--- src/rtl/cam_params.svh ---
/*
  Constants of the counter array mode block: APB offsets, mode bit
  positions, reset values.
  Assumes inclusion by bare name from the design, the checker and the bench.
*/
`ifndef CAM_PARAMS_SVH
`define CAM_PARAMS_SVH

// ------------------------------------------------------------
// Register offsets (byte addresses)
// ------------------------------------------------------------
`define CAM_OFF_CTRL 12'h000
`define CAM_OFF_CNT 12'h004
`define CAM_OFF_MODE0 12'h010
`define CAM_OFF_CMP0 12'h030
`define CAM_OFF_IRQ_STAT 12'h050
`define CAM_OFF_IRQ_MASK 12'h054
`define CAM_MOD_STRIDE 12'h004

// ------------------------------------------------------------
// Mode register bit positions
// ------------------------------------------------------------
`define CAM_B_IRQEN 0
`define CAM_B_PWM 1
`define CAM_B_TOG 2
`define CAM_B_MAT 3
`define CAM_B_CAPN 4
`define CAM_B_CAPP 5
`define CAM_B_ECOM 6

// Control register bit positions
`define CAM_B_RUN 6
`define CAM_B_OVF 7

// ------------------------------------------------------------
// Reset values and widths
// ------------------------------------------------------------
`define CAM_RST_BYTE 8'h00
`define CAM_RST_WORD 16'h0000
`define CAM_WORD_MAX 16'hFFFF
`define CAM_BYTE_MAX 8'hFF
`define CAM_MODE_MASK 8'h7F
`define CAM_ZERO32 32'h00000000

`endif

--- src/rtl/cam_pkg.sv ---
/*
  Types of the counter array mode block.
  Holds its own literal values; cam_params.svh is not included.
*/
package cam_pkg;
  // Decoded module function, one-hot
  typedef enum logic [6:0] {
    CAM_NOP = 7'h01,
    CAM_CAP = 7'h02,
    CAM_TMR = 7'h04,
    CAM_HSO = 7'h08,
    CAM_PWM = 7'h10,
    CAM_WDT = 7'h20,
    CAM_BAD = 7'h40
  } cam_mode_t;
endpackage

--- src/rtl/cam_core.sv ---
/*
  Counter array: control flags, per-module mode decode, capture,
  compare, high-speed toggle and 8-bit PWM, reached over APB.
  Assumes module pins synchronous to clock; one clock domain.
*/
`timescale 1ns/1ps
`include "cam_params.svh"

// How it works
// RULE1 - Mode rising-only: capture counter on pin rise
// RULE2 - Mode falling-only: capture counter on pin fall
// RULE3 - Both capture bits: capture on either edge
// RULE4 - Compare, match, toggle set: high-speed output
// RULE5 - Match or capture sets flag; software clears
// RULE6 - Capture copies counter bytes into compare bytes
// RULE7 - Interrupt only when flag and enable set; irq itself follows status and mask, not the flag or irq enable bit
// RULE8 - High-speed output inverts pin on match
// RULE9 - PWM low below compare; reload on wrap
module cam_core #(
  parameter int NMOD = 5
) (
  input wire logic clock,
  input wire logic nrst,
  input wire logic psel,
  input wire logic penable,
  input wire logic pwrite,
  input wire logic [11:0] paddr,
  input wire logic [31:0] pwdata,
  output logic [31:0] prdata,
  output logic pready,
  output logic pslverr,
  input wire logic [NMOD-1:0] module_io_pin_in,
  output logic [NMOD-1:0] module_io_pin_out,
  output logic [NMOD-1:0] module_io_pin_oe,
  output logic [NMOD-1:0] module_irq,
  output logic irq
);

  // ------------------------------------------------------------
  // Storage
  // ------------------------------------------------------------
  logic [7:0] array_control_reg;
  logic [7:0] module_mode_reg [NMOD];
  logic [7:0] module_compare_low [NMOD];
  logic [7:0] module_compare_high [NMOD];
  logic [7:0] counter_low_byte;
  logic [7:0] counter_high_byte;
  logic [NMOD-1:0] pin_reg;
  logic [NMOD-1:0] out_reg;
  logic [NMOD:0] stat_reg;
  logic [NMOD:0] mask_reg;
  logic [31:0] prdata_reg;
  cam_pkg::cam_mode_t mode [NMOD];
  logic [NMOD-1:0] cap_hit;
  logic [NMOD-1:0] cmp_hit;
  logic [NMOD-1:0] event_hit;
  logic wr;
  logic rd;
  logic hit_any;
  logic wrap;
  logic counter_run_bit;
  logic [15:0] count;
  logic [NMOD:0] stat_evt;
  logic [5:0] mode_key [NMOD];
  logic ovf_hit;

  // ------------------------------------------------------------
  // APB decode
  // ------------------------------------------------------------
  // Zero-wait slave: every access ends in its first access cycle
  assign pready = 1'b1;
  assign wr = psel && penable && pwrite;
  assign rd = psel && penable && !pwrite;
  assign counter_run_bit = array_control_reg[`CAM_B_RUN];
  assign count = {counter_high_byte, counter_low_byte};
  assign wrap = counter_run_bit && (counter_low_byte == `CAM_BYTE_MAX);
  // Overflow: full count while running, wraps to zero next edge
  assign ovf_hit = counter_run_bit && (count == `CAM_WORD_MAX);

  // Address decode: hit on any mapped word
  always_comb begin
    hit_any = (paddr == `CAM_OFF_CTRL) || (paddr == `CAM_OFF_CNT) ||
              (paddr == `CAM_OFF_IRQ_STAT) || (paddr == `CAM_OFF_IRQ_MASK);
    for (int i = 0; i < NMOD; i++) begin
      if (paddr == `CAM_OFF_MODE0 + 12'(i) * `CAM_MOD_STRIDE) begin
        hit_any = 1'b1;
      end
      if (paddr == `CAM_OFF_CMP0 + 12'(i) * `CAM_MOD_STRIDE) begin
        hit_any = 1'b1;
      end
    end
  end
  assign pslverr = psel && penable && !hit_any;

  // ------------------------------------------------------------
  // Mode decode and per-module events
  // ------------------------------------------------------------
  // Function bits of each mode byte; irq enable takes no part
  always_comb begin
    for (int i = 0; i < NMOD; i++) begin
      mode_key[i] = {module_mode_reg[i][`CAM_B_ECOM], module_mode_reg[i][`CAM_B_CAPP],
                     module_mode_reg[i][`CAM_B_CAPN], module_mode_reg[i][`CAM_B_MAT],
                     module_mode_reg[i][`CAM_B_TOG], module_mode_reg[i][`CAM_B_PWM]};
    end
  end

  // Capture modes ignore compare and irq enable bits
  // Watchdog is decoded for the last module only and raises no reset here
  always_comb begin
    for (int i = 0; i < NMOD; i++) begin
      case (mode_key[i])
        6'h00: mode[i] = cam_pkg::CAM_NOP;
        6'h10, 6'h30: mode[i] = cam_pkg::CAM_CAP; // see RULE1
        6'h08, 6'h28: mode[i] = cam_pkg::CAM_CAP; // see RULE2
        6'h18, 6'h38: mode[i] = cam_pkg::CAM_CAP; // see RULE3
        6'h24: mode[i] = (i == NMOD - 1) ? cam_pkg::CAM_WDT : cam_pkg::CAM_TMR;
        6'h26: mode[i] = cam_pkg::CAM_HSO; // see RULE4
        6'h21: mode[i] = cam_pkg::CAM_PWM;
        default: mode[i] = cam_pkg::CAM_BAD;
      endcase
    end
  end

  // Edge qualify per enable; compare needs a running counter
  always_comb begin
    for (int i = 0; i < NMOD; i++) begin
      cap_hit[i] = (mode[i] == cam_pkg::CAM_CAP) &&
        ((module_mode_reg[i][`CAM_B_CAPP] && module_io_pin_in[i] && !pin_reg[i]) ||
         (module_mode_reg[i][`CAM_B_CAPN] && !module_io_pin_in[i] && pin_reg[i]));
      cmp_hit[i] = counter_run_bit && module_mode_reg[i][`CAM_B_ECOM] &&
        module_mode_reg[i][`CAM_B_MAT] &&
        (count == {module_compare_high[i], module_compare_low[i]});
      event_hit[i] = cap_hit[i] || cmp_hit[i];
    end
  end

  // Pin history for edge detection
  always_ff @(posedge clock or negedge nrst) begin
    if (!nrst) begin
      pin_reg <= '0;
    end else begin
      pin_reg <= module_io_pin_in;
    end
  end

  // ------------------------------------------------------------
  // Shared counter
  // ------------------------------------------------------------
  // Software load beats counting; no prescaler, one step per clock
  // A load while running costs that cycle's increment
  always_ff @(posedge clock or negedge nrst) begin
    if (!nrst) begin
      counter_low_byte <= `CAM_RST_BYTE;
      counter_high_byte <= `CAM_RST_BYTE;
    end else if (wr && paddr == `CAM_OFF_CNT) begin
      counter_low_byte <= pwdata[7:0];
      counter_high_byte <= pwdata[15:8];
    end else if (counter_run_bit) begin
      {counter_high_byte, counter_low_byte} <= count + 16'h0001;
    end
  end

  // ------------------------------------------------------------
  // Control register: run bit, overflow and module flags
  // ------------------------------------------------------------
  // Hardware set wins over a software clear in the same cycle
  // A software write stores every bit, flags included
  always_ff @(posedge clock or negedge nrst) begin
    if (!nrst) begin
      array_control_reg <= `CAM_RST_BYTE;
    end else begin
      if (wr && paddr == `CAM_OFF_CTRL) begin
        array_control_reg <= pwdata[7:0];
      end
      if (ovf_hit) begin
        array_control_reg[`CAM_B_OVF] <= 1'b1;
      end
      for (int i = 0; i < NMOD; i++) begin
        if (event_hit[i]) begin
          array_control_reg[i] <= 1'b1; // see RULE5
        end
      end
    end
  end

  // ------------------------------------------------------------
  // Mode and compare registers
  // ------------------------------------------------------------
  // Bit 7 is not stored, so it reads back as zero
  always_ff @(posedge clock or negedge nrst) begin
    if (!nrst) begin
      for (int i = 0; i < NMOD; i++) begin
        module_mode_reg[i] <= `CAM_RST_BYTE;
      end
    end else if (wr) begin
      for (int i = 0; i < NMOD; i++) begin
        if (paddr == `CAM_OFF_MODE0 + 12'(i) * `CAM_MOD_STRIDE) begin
          module_mode_reg[i] <= pwdata[7:0] & `CAM_MODE_MASK;
        end
      end
    end
  end

  // Capture load beats a software write; PWM reload on low wrap
  always_ff @(posedge clock or negedge nrst) begin
    if (!nrst) begin
      for (int i = 0; i < NMOD; i++) begin
        module_compare_low[i] <= `CAM_RST_BYTE;
        module_compare_high[i] <= `CAM_RST_BYTE;
      end
    end else begin
      for (int i = 0; i < NMOD; i++) begin
        if (cap_hit[i]) begin
          module_compare_low[i] <= counter_low_byte; // see RULE6
          module_compare_high[i] <= counter_high_byte;
        end else if (wr && paddr == `CAM_OFF_CMP0 + 12'(i) * `CAM_MOD_STRIDE) begin
          module_compare_low[i] <= pwdata[7:0];
          module_compare_high[i] <= pwdata[15:8];
        end else if (mode[i] == cam_pkg::CAM_PWM && wrap) begin
          module_compare_low[i] <= module_compare_high[i]; // see RULE9
        end
      end
    end
  end

  // ------------------------------------------------------------
  // Module pin outputs
  // ------------------------------------------------------------
  // Pin driven only in toggle and PWM modes
  // Leaving a driving mode releases the pin one edge later
  always_ff @(posedge clock or negedge nrst) begin
    if (!nrst) begin
      out_reg <= '0;
      module_io_pin_oe <= '0;
    end else begin
      for (int i = 0; i < NMOD; i++) begin
        module_io_pin_oe[i] <= (mode[i] == cam_pkg::CAM_HSO) ||
                               (mode[i] == cam_pkg::CAM_PWM);
        if (mode[i] == cam_pkg::CAM_HSO && cmp_hit[i]) begin
          out_reg[i] <= !out_reg[i]; // see RULE8
        end else if (mode[i] == cam_pkg::CAM_PWM) begin
          out_reg[i] <= !(counter_low_byte < module_compare_low[i]); // see RULE9
        end
      end
    end
  end
  assign module_io_pin_out = out_reg;

  // ------------------------------------------------------------
  // Interrupts
  // ------------------------------------------------------------
  // Per-module request follows flag and enable as levels
  always_comb begin
    for (int i = 0; i < NMOD; i++) begin
      module_irq[i] = array_control_reg[i] &&
                      module_mode_reg[i][`CAM_B_IRQEN]; // see RULE7
    end
  end
  // Status and mask share one layout: module bits, then overflow
  assign stat_evt = {ovf_hit, event_hit};

  // Sticky status, read clears; new event wins over the clear
  always_ff @(posedge clock or negedge nrst) begin
    if (!nrst) begin
      stat_reg <= '0;
      mask_reg <= '0;
    end else begin
      if (rd && paddr == `CAM_OFF_IRQ_STAT) begin
        stat_reg <= stat_evt;
      end else begin
        stat_reg <= stat_reg | stat_evt;
      end
      if (wr && paddr == `CAM_OFF_IRQ_MASK) begin
        mask_reg <= pwdata[NMOD:0];
      end
    end
  end
  assign irq = |(stat_reg & mask_reg);

  // ------------------------------------------------------------
  // Read data
  // ------------------------------------------------------------
  // Registered in the setup cycle so data stands in access
  // Reads have no side effect but the status clear
  always_ff @(posedge clock or negedge nrst) begin
    if (!nrst) begin
      prdata_reg <= `CAM_ZERO32;
    end else if (psel && !penable && !pwrite) begin
      prdata_reg <= `CAM_ZERO32;
      if (paddr == `CAM_OFF_CTRL) prdata_reg[7:0] <= array_control_reg;
      if (paddr == `CAM_OFF_CNT) prdata_reg[15:0] <= count;
      if (paddr == `CAM_OFF_IRQ_STAT) prdata_reg[NMOD:0] <= stat_reg | stat_evt;
      if (paddr == `CAM_OFF_IRQ_MASK) prdata_reg[NMOD:0] <= mask_reg;
      for (int i = 0; i < NMOD; i++) begin
        if (paddr == `CAM_OFF_MODE0 + 12'(i) * `CAM_MOD_STRIDE) begin
          prdata_reg[7:0] <= module_mode_reg[i];
        end
        if (paddr == `CAM_OFF_CMP0 + 12'(i) * `CAM_MOD_STRIDE) begin
          prdata_reg[15:0] <= {module_compare_high[i], module_compare_low[i]};
        end
      end
    end
  end
  assign prdata = prdata_reg;

endmodule

--- config.mk ---
export PLATFORM = sky130hd
export DESIGN_NAME = cam_core
export DESIGN_NICKNAME = d
export VERILOG_FILES = /design/src/rtl/cam_pkg.sv /design/src/rtl/cam_core.sv
export VERILOG_INCLUDE_DIRS = /design/src /design/src/rtl
export SDC_FILE = /design/constraint.sdc
export NUM_CORES = 1
export LEC_CHECK = 0
export ABC_AREA = 1
export BUFFER_PORTS_ARGS = -buffer_cell sky130_fd_sc_hd__buf_2
export CORE_UTILIZATION = 40
export CTS_BUF_LIST = sky130_fd_sc_hd__clkbuf_2
export DETAILED_ROUTE_END_ITERATION = 10
export GPL_ROUTABILITY_DRIVEN = 0
export GPL_TIMING_DRIVEN = 0
export HOLD_SLACK_MARGIN = 0.08
export SYNTH_ARGS = -nofsm -noshare
export SYNTH_HDL_FRONTEND = slang
export SYNTH_SLANG_ARGS = --single-unit
--- constraint.sdc ---
create_clock -name clock -period 2.6 [get_ports clock]
set_input_delay 0.26 -clock clock [delete_from_list [all_inputs] [get_ports clock]]
set_output_delay 0.26 -clock clock [all_outputs]
set_load 0.01 [all_outputs]
==> results of run 1 <==
-- metrics by stage --
step	cells	area (um^2)	hold slack [ns]	utilization [%]
final	2080	13800	0.124	48.9
after detailed placement	1980	12500	0.317	44.5
after global placement	1979	12500	0.393	44.3
after floorplan	1531	11700	-0.0356	-
after global routing	2080	13800	0.0920	48.9
after CTS	2054	13300	0.0878	47.2
-- power groups by stage --
stage          combinational (mW)  sequential [mW]  clock, mW
3_3_place_gp                 1.44             3.29          0
5_1_grt                      2.19             3.20       1.94
6_report                     2.02             3.20       1.79
3_5_place_dp                 1.48             3.30          0
4_1_cts                      1.68             3.21       1.80
2_1_floorplan               0.967             3.13          0
-- synth_stat cells (18+ instances only) --
cell	number	area, um^2
a31oi_1	30	188
buf_4	26	195
a21oi_1	79	395
dfrtp_1	182	4550
nand3_1	35	175
nand4_1	27	169
nor2_1	132	495
inv_1	178	668
inv_2	23	86.3
nor3_1	24	120
o21ai_0	76	380
ha_1	41	513
o211ai_1	18	135
o221ai_1	30	263
nand2_1	396	1490
a221o_1	24	240
-- cells by family (layout without fill, tap and decap cells) --
family,Yosys count,count (layout),share of synthesized area [%]
AOI/OAI and AO/OA,318,318,18.1
xor gates and xnor gates,24,24,1.81
adders and majority gates,41,41,4.42
buffers and inverters,273,443,10.1
DFF,182,182,39.3
muxes,1,1,0.0863
other,2,18,0.0648
and+or+nand+nor,675,675,26.1
-- critical path, cell delays in order (launching register included) --
cell        delay [ns]
dfrtp_2           0.47
clkinvlp_4        0.13
buf_6             0.15
buf_6             0.12
ha_4              0.21
nand2_4           0.06
nor2_4            0.05
nand3_2           0.07
nor2_2            0.05
nand3_4           0.12
nand3_2           0.08
nand2_1           0.07
nand4_1           0.08
nor2_1            0.11
nand4_1           0.22
nor3_2            0.28
nand4_1           0.13
nand2_1           0.10
nand2_1           0.06
-- what timing repair did --
item,in CTS,in global routing
pin swaps,3,29
endpoints found under the setup margin,33,25
endpoints found under the hold margin,308,3
gates resized for setup,18,50
gates cloned,0,0
setup buffers,10,22
hold buffers,32,3
-- worst min path at each step --
stage | slack, ns | to | cells after the start
global placement | 0.39 | pin_reg[3] | 1
floorplan | -0.04 | array_control_reg[0] | 0
detailed placement | 0.32 | pin_reg[3] | 1
CTS | 0.09 | pin_reg[3] | 2
finish | 0.12 | pin_reg[2] | 2
global route | 0.09 | pin_reg[2] | 2
-- placed cells by master (no fill, tap or decap), drive strengths merged, types with 7 or more instances in the layout --
cell type    Yosys  routed
nand2          407     407
inv            201     207
dfrtp          182     182
nor2           150     150
buf             46     150
o21ai           88      88
a21oi           79      79
ha              41      41
nand3           39      39
nor3            37      37
dlygate4sd3      0      34
clkbuf          17      34
a31oi           30      30
o221ai          30      30
nand4           27      27
a221o           24      24
o211ai          18      18
xor2            17      17
conb             2      17
a41oi           13      13
clkinv           9      10
o22ai            9       9
a221oi           9       9
xnor2            7       7
-- metal layers --
layer / up-vias / wire length (um) / track usage (%)
li1: 5416 / - / -
met1: 5722 / 18600 / 41.7
met2: 693 / 20100 / 48.0
met3: 132 / 4610 / 7.12
met4: 0 / 2080 / 13.8
met5: - / 0 / 0
-- cell type report --
type | instances | area (um^2)
Clock buffer | 17 | 85.1
Buffer | 63 | 380
Tap cell | 378 | 473
Inverter | 210 | 806
Clock inverter | 15 | 211
Sequential cell | 182 | 4570
Antenna cell | 1 | 2.50
Multi-Input combinational cell | 1076 | 6190
Fill cell | 2815 | 14400
Timing Repair Buffer | 138 | 1040
==> out/results.txt, run 1 <==
status: complete, but fails checks
failing checks: negative setup slack
yosys warns: 0
initial antenna violation count: 1
via count of the routed design: 12000
worst vdd ir: 0.300 mV
Initial Util: 41.2%
Switching Fraction: 37.9%
FMAX: 0.382 GHz
Die Y: 172 um
Final Max Slew Viols: 0
first-pass GRT wire length: 67100 um
skew final: 0.0478 ns
DRT antenna net count: 0
core footprint: 28200 um^2
sequential fraction of the synthesis area: 39.3%
first drt pass iteration count: 7
Mapped Avg Cell Area: 7.65 um^2
RSZ-0062 raised after global routing: yes
power share of the clock group: 25.6%
Remaining DRCs: 0
Reg power frac: 45.6%
Int Pwr: 4.36 mW
critical path peak fanout: 4
setup_tns: -0.0153 ns
final setup vio count: 1
vias in the first global route: 11000
IO Count: 104
Clock Pin Slew Worst Setup and Hold Paths: 0.29 ns
Yosys reg bits: 182
Psw: 2.66 mW
Root Buffer: clkbuf_2
CP endpoint kind: flop
flop2flop setup slack: -0.02 ns
startpoint class of the critical path: flop
row count: 61
Die Width: 172 um
H-tree depth: 4
Syn-to-layout area delta: 18.6%
P_leak: 6.43 nW
# nets final: 1783
Synth Cell Area: 11600 um^2
hold crit path type: in2reg
Final Power: 7.01 mW
Vias/cell: 5.75
Routed WL: 45300 um
share of layout cells above drive strength 1: 18.6%
Gate Count Post-Synth: 1516
fin crit share: 101%
clk_lat worst skew: 0.81 ns
Comb pwr share: 28.8%
Worst Setup SP: counter_low_byte[0]
Top FF cell, synth: dfrtp_1
Placement Setup Slack: -0.477 ns
Die Area: 29700 um^2
Netlist cell types: 56
# port buffers: 70
largest net degree at the start of global routing: 98
pwr dens: 510 nW/um^2
Detail Placement HPWL: 34200 um
min Tclk post-route: 2.62 ns
Crit Path Class: reg2reg
RR Endpoint: prdata[0]
gr ovfl total: 0
worst r2r src: counter_low_byte[0]
final worst slack: -0.0153 ns
CTS max path bufs: 2
GRT Util Overall: 31.2%
Arr. time, crit path: 3.33 ns
Clock Sinks: 182
Post-synth ARST share: 100%
max cap viols: 0
number of flops mapped to enable cells by yosys: 0
routed length per instance: 21.8 um
min-delay src: module_io_pin_in[2]
Slew @ Worst Pin: 1.38 ns
Final Hold Fails: 0
Num CTS Buffers: 17
last element of the critical path: prdata[0]
CTS tree: yes
Max-slew headroom: 7.07%
CP Data Required Time: 3.32 ns
DRT iter0 DRCs: 1602
reg2reg path depth: 18
(Power assumes the default switching activity.)
==> run 2, diff against run 1 <==
--- a/config.mk
+++ b/config.mk
@@ -8,12 +8,13 @@
 export LEC_CHECK = 0
 export ABC_AREA = 1
 export BUFFER_PORTS_ARGS = -buffer_cell sky130_fd_sc_hd__buf_2
-export CORE_UTILIZATION = 40
+export CORE_UTILIZATION = 60
 export CTS_BUF_LIST = sky130_fd_sc_hd__clkbuf_2
 export DETAILED_ROUTE_END_ITERATION = 10
 export GPL_ROUTABILITY_DRIVEN = 0
 export GPL_TIMING_DRIVEN = 0
 export HOLD_SLACK_MARGIN = 0.08
+export PLACE_DENSITY = 0.8
 export SYNTH_ARGS = -nofsm -noshare
 export SYNTH_HDL_FRONTEND = slang
 export SYNTH_SLANG_ARGS = --single-unit
==> run 2 against run 1 <==
  * The run still ends with negative setup slack left
  * Sequential power barely moved
  * Register-to-register slack worse by 0.04 ns
  * Routed wire length decreased by 5.1%
  * Total power decreased by 4.1%
  * Critical endpoint is now pslverr
==> out/results.txt, run 2 (synthesis results as in run 1) <==
RR Endpoint: prdata[2]
Final Power: 6.72 mW (-4.1%)
FF+latch area: 4570 um^2 (unchanged)
FMAX: 0.374 GHz (-2.1%)
share of layout cells above drive strength 1: 19.4% (+0.80 points)
Syn-to-layout area delta: 18.2%
Die Area: 19900 um^2 (-33%)
vias in the first global route: 11500 (+4.0%)
max cap viols: 0 (unchanged)
first-pass GRT wire length: 63400 um (-5.6%)
fillcell total: 1488 (-47%)
P_leak: 6.42 nW (-0.19%)
core footprint: 18800 um^2 (-33%)
Arr. time, crit path: 2.41 ns (-0.92 ns)
gr ovfl total: 0 (unchanged)
Remaining DRCs: 0 (unchanged)
status: complete, but fails checks
skew final: 0.0365 ns (-0.0113 ns)
Routed WL: 43000 um (-5.1%)
Slowest cell on crit path: nor4_1
reg2reg path depth: 18 (unchanged)
min-delay src: paddr[0]
# port buffers: 70 (unchanged)
H-tree depth: 4 (unchanged)
Max-slew headroom: 2.51% (-4.6 points)
CTS tree: yes
Slew @ Worst Pin: 1.45 ns (+0.0699 ns)
hold path depth: 8 (+6)
Int Pwr: 4.09 mW (-6.0%)
critical path peak fanout: 4 (unchanged)
Reg power frac: 47.7% (+2.1 points)
final setup vio count: 4 (+3)
flop2flop setup slack: -0.06 ns (-0.04 ns)
commonest non-fill, non-tap cell in the layout: nand2_1
CTS max path bufs: 2 (unchanged)
# nets final: 1790 (+0.39%)
initial antenna violation count: 1 (unchanged)
Psw: 2.63 mW (-0.96%)
CP peak stage delay: 0.77 ns (+0.30 ns)
worst vdd ir: 0.449 mV (+49%)
fin crit share: 103% (+2.2 points)
first drt pass iteration count: 7 (unchanged)
Comb pwr share: 31.8% (+3.0 points)
clk_lat worst skew: 0.82 ns (about the same)
row count: 50 (-18%)
area of the multi-input gates: 6300 um^2 (+1.7%)
min Tclk post-route: 2.67 ns (+0.0564 ns)
final worst slack: -0.0717 ns (-0.0564 ns)
Initial Util: 61.6% (+20 points)
Final Max Slew Viols: 0 (unchanged)
CP endpoint kind: output port
Root Buffer: clkbuf_2
setup_tns: -0.171 ns (-0.156 ns)
WHS Endpoint: prdata[0]
GRT Util Overall: 43.1% (+12 points)
Num CTS Buffers: 17 (unchanged)
failing checks: negative setup slack
Vias/cell: 6.36 (+11%)
Detail Placement HPWL: 31100 um (-9.3%)
IO Count: 104 (unchanged)
via count of the routed design: 12500 (+4.7%)
Crit Path Class: in2out
Die Width: 141 um (-18%)
hold crit path type: in2reg
Clock Sinks: 182 (unchanged)
most frequent cells in the layout: nand2_1, inv_1, dfrtp_1, nor2_1, buf_2
worst r2r src: counter_low_byte[0]
Hold Slack: 0.115 ns (-0.00885 ns)
DRT antenna net count: 0 (unchanged)
Final Hold Fails: 0 (unchanged)
RSZ-0062 raised after global routing: yes
power share of the clock group: 20.5% (-5.1 points)
Switching Fraction: 39.1% (+1.2 points)
DRT iter0 DRCs: 2255 (+41%)
Placement Setup Slack: -0.312 ns (+0.165 ns)
startpoint class of the critical path: input pin
Clock Pin Slew Worst Setup and Hold Paths: 0.26 ns (-0.03 ns)
largest net degree at the start of global routing: 114 (+16%)
pwr dens: 491 nW/um^2 (-3.7%)
routed length per instance: 21.9 um (+0.24%)
Die Y: 141 um (-18%)
CP Data Required Time: 2.34 ns (-0.98 ns)
crit-path cells: dlygate4sd3_1 > buf_2 > inv_1 > nor4_1 > inv_1 > nand3_1 > nor3_1 > buf_2
Worst Setup SP: paddr[5]
==> run 2: worst max-delay path by stage <==
| stage | to | slack (ns) | depth (start not counted) |
|---|---|---|---|
| after floorplan | module_compare_low[7] | 0.62 | 12 |
| after global placement | module_compare_high[28] | -1.63 | 1 |
| after detailed placement | prdata[0] | -0.31 | 16 |
| after CTS | prdata[4] | 0.03 | 15 |
| after global routing | prdata[0] | -0.11 | 16 |
| final | pslverr | -0.07 | 8 |
==> run 2: metrics by stage <==
step,utilization [%],cell area (um^2),cells
floorplan,-,11700,1531
global placement,65.5,12300,1861
detailed placement,65.7,12400,1862
CTS,69.4,13100,1942
global route,72.8,13700,1969
finish,72.8,13700,1969
==> run 2: metal layers <==
| layer | share of wire, % | up-vias | global-route usage, % | wire length (um) |
|---|---|---|---|---|
| met2 | 43 | 990 | 64.9 | 18400 |
| met3 | 14 | 268 | 11.7 | 6160 |
| met1 | 36 | 5835 | 54.8 | 15300 |
| li1 | - | 5434 | - | - |
| met5 | 0 | - | 0 | 0 |
| met4 | 7.4 | 0 | 28.4 | 3170 |
==> run 2: repair_timing <==
| item | CTS | global route |
|---|---|---|
| setup buffers | 9 | 25 |
| gates cloned | 0 | 1 |
| hold buffers | 39 | 0 |
| resized for setup | 14 | 73 |
| pin swaps | 0 | 49 |
| hold endpoints to repair | 325 | 0 |
| endpoints found under the setup margin | 38 | 27 |
==> run 2: critical path, delay by kind of cell <==
kind          cells  cell delay (ns)
simple gates      3             1.04
buf+inv           5             1.11
==> run 2: power groups by stage <==
stage / clock, mW / combinational [mW] / sequential [mW]
after CTS: 1.35 / 1.65 / 3.20
after detailed placement: 0 / 1.46 / 3.27
after global routing: 1.45 / 2.30 / 3.21
final: 1.38 / 2.14 / 3.21
after floorplan: 0 / 0.967 / 3.13
after global placement: 0 / 1.39 / 3.26
==> run 2: cell type report <==
class	instances	area share [%]
Antenna cell	1	0.0183
Buffer	63	2.79
Clock buffer	19	0.694
Clock inverter	13	0.730
Inverter	210	5.86
Multi-Input combinational cell	1076	45.9
Sequential cell	182	33.3
Tap cell	260	2.37
Timing Repair Buffer	144	8.20
Timing Repair inverter	1	0.0365
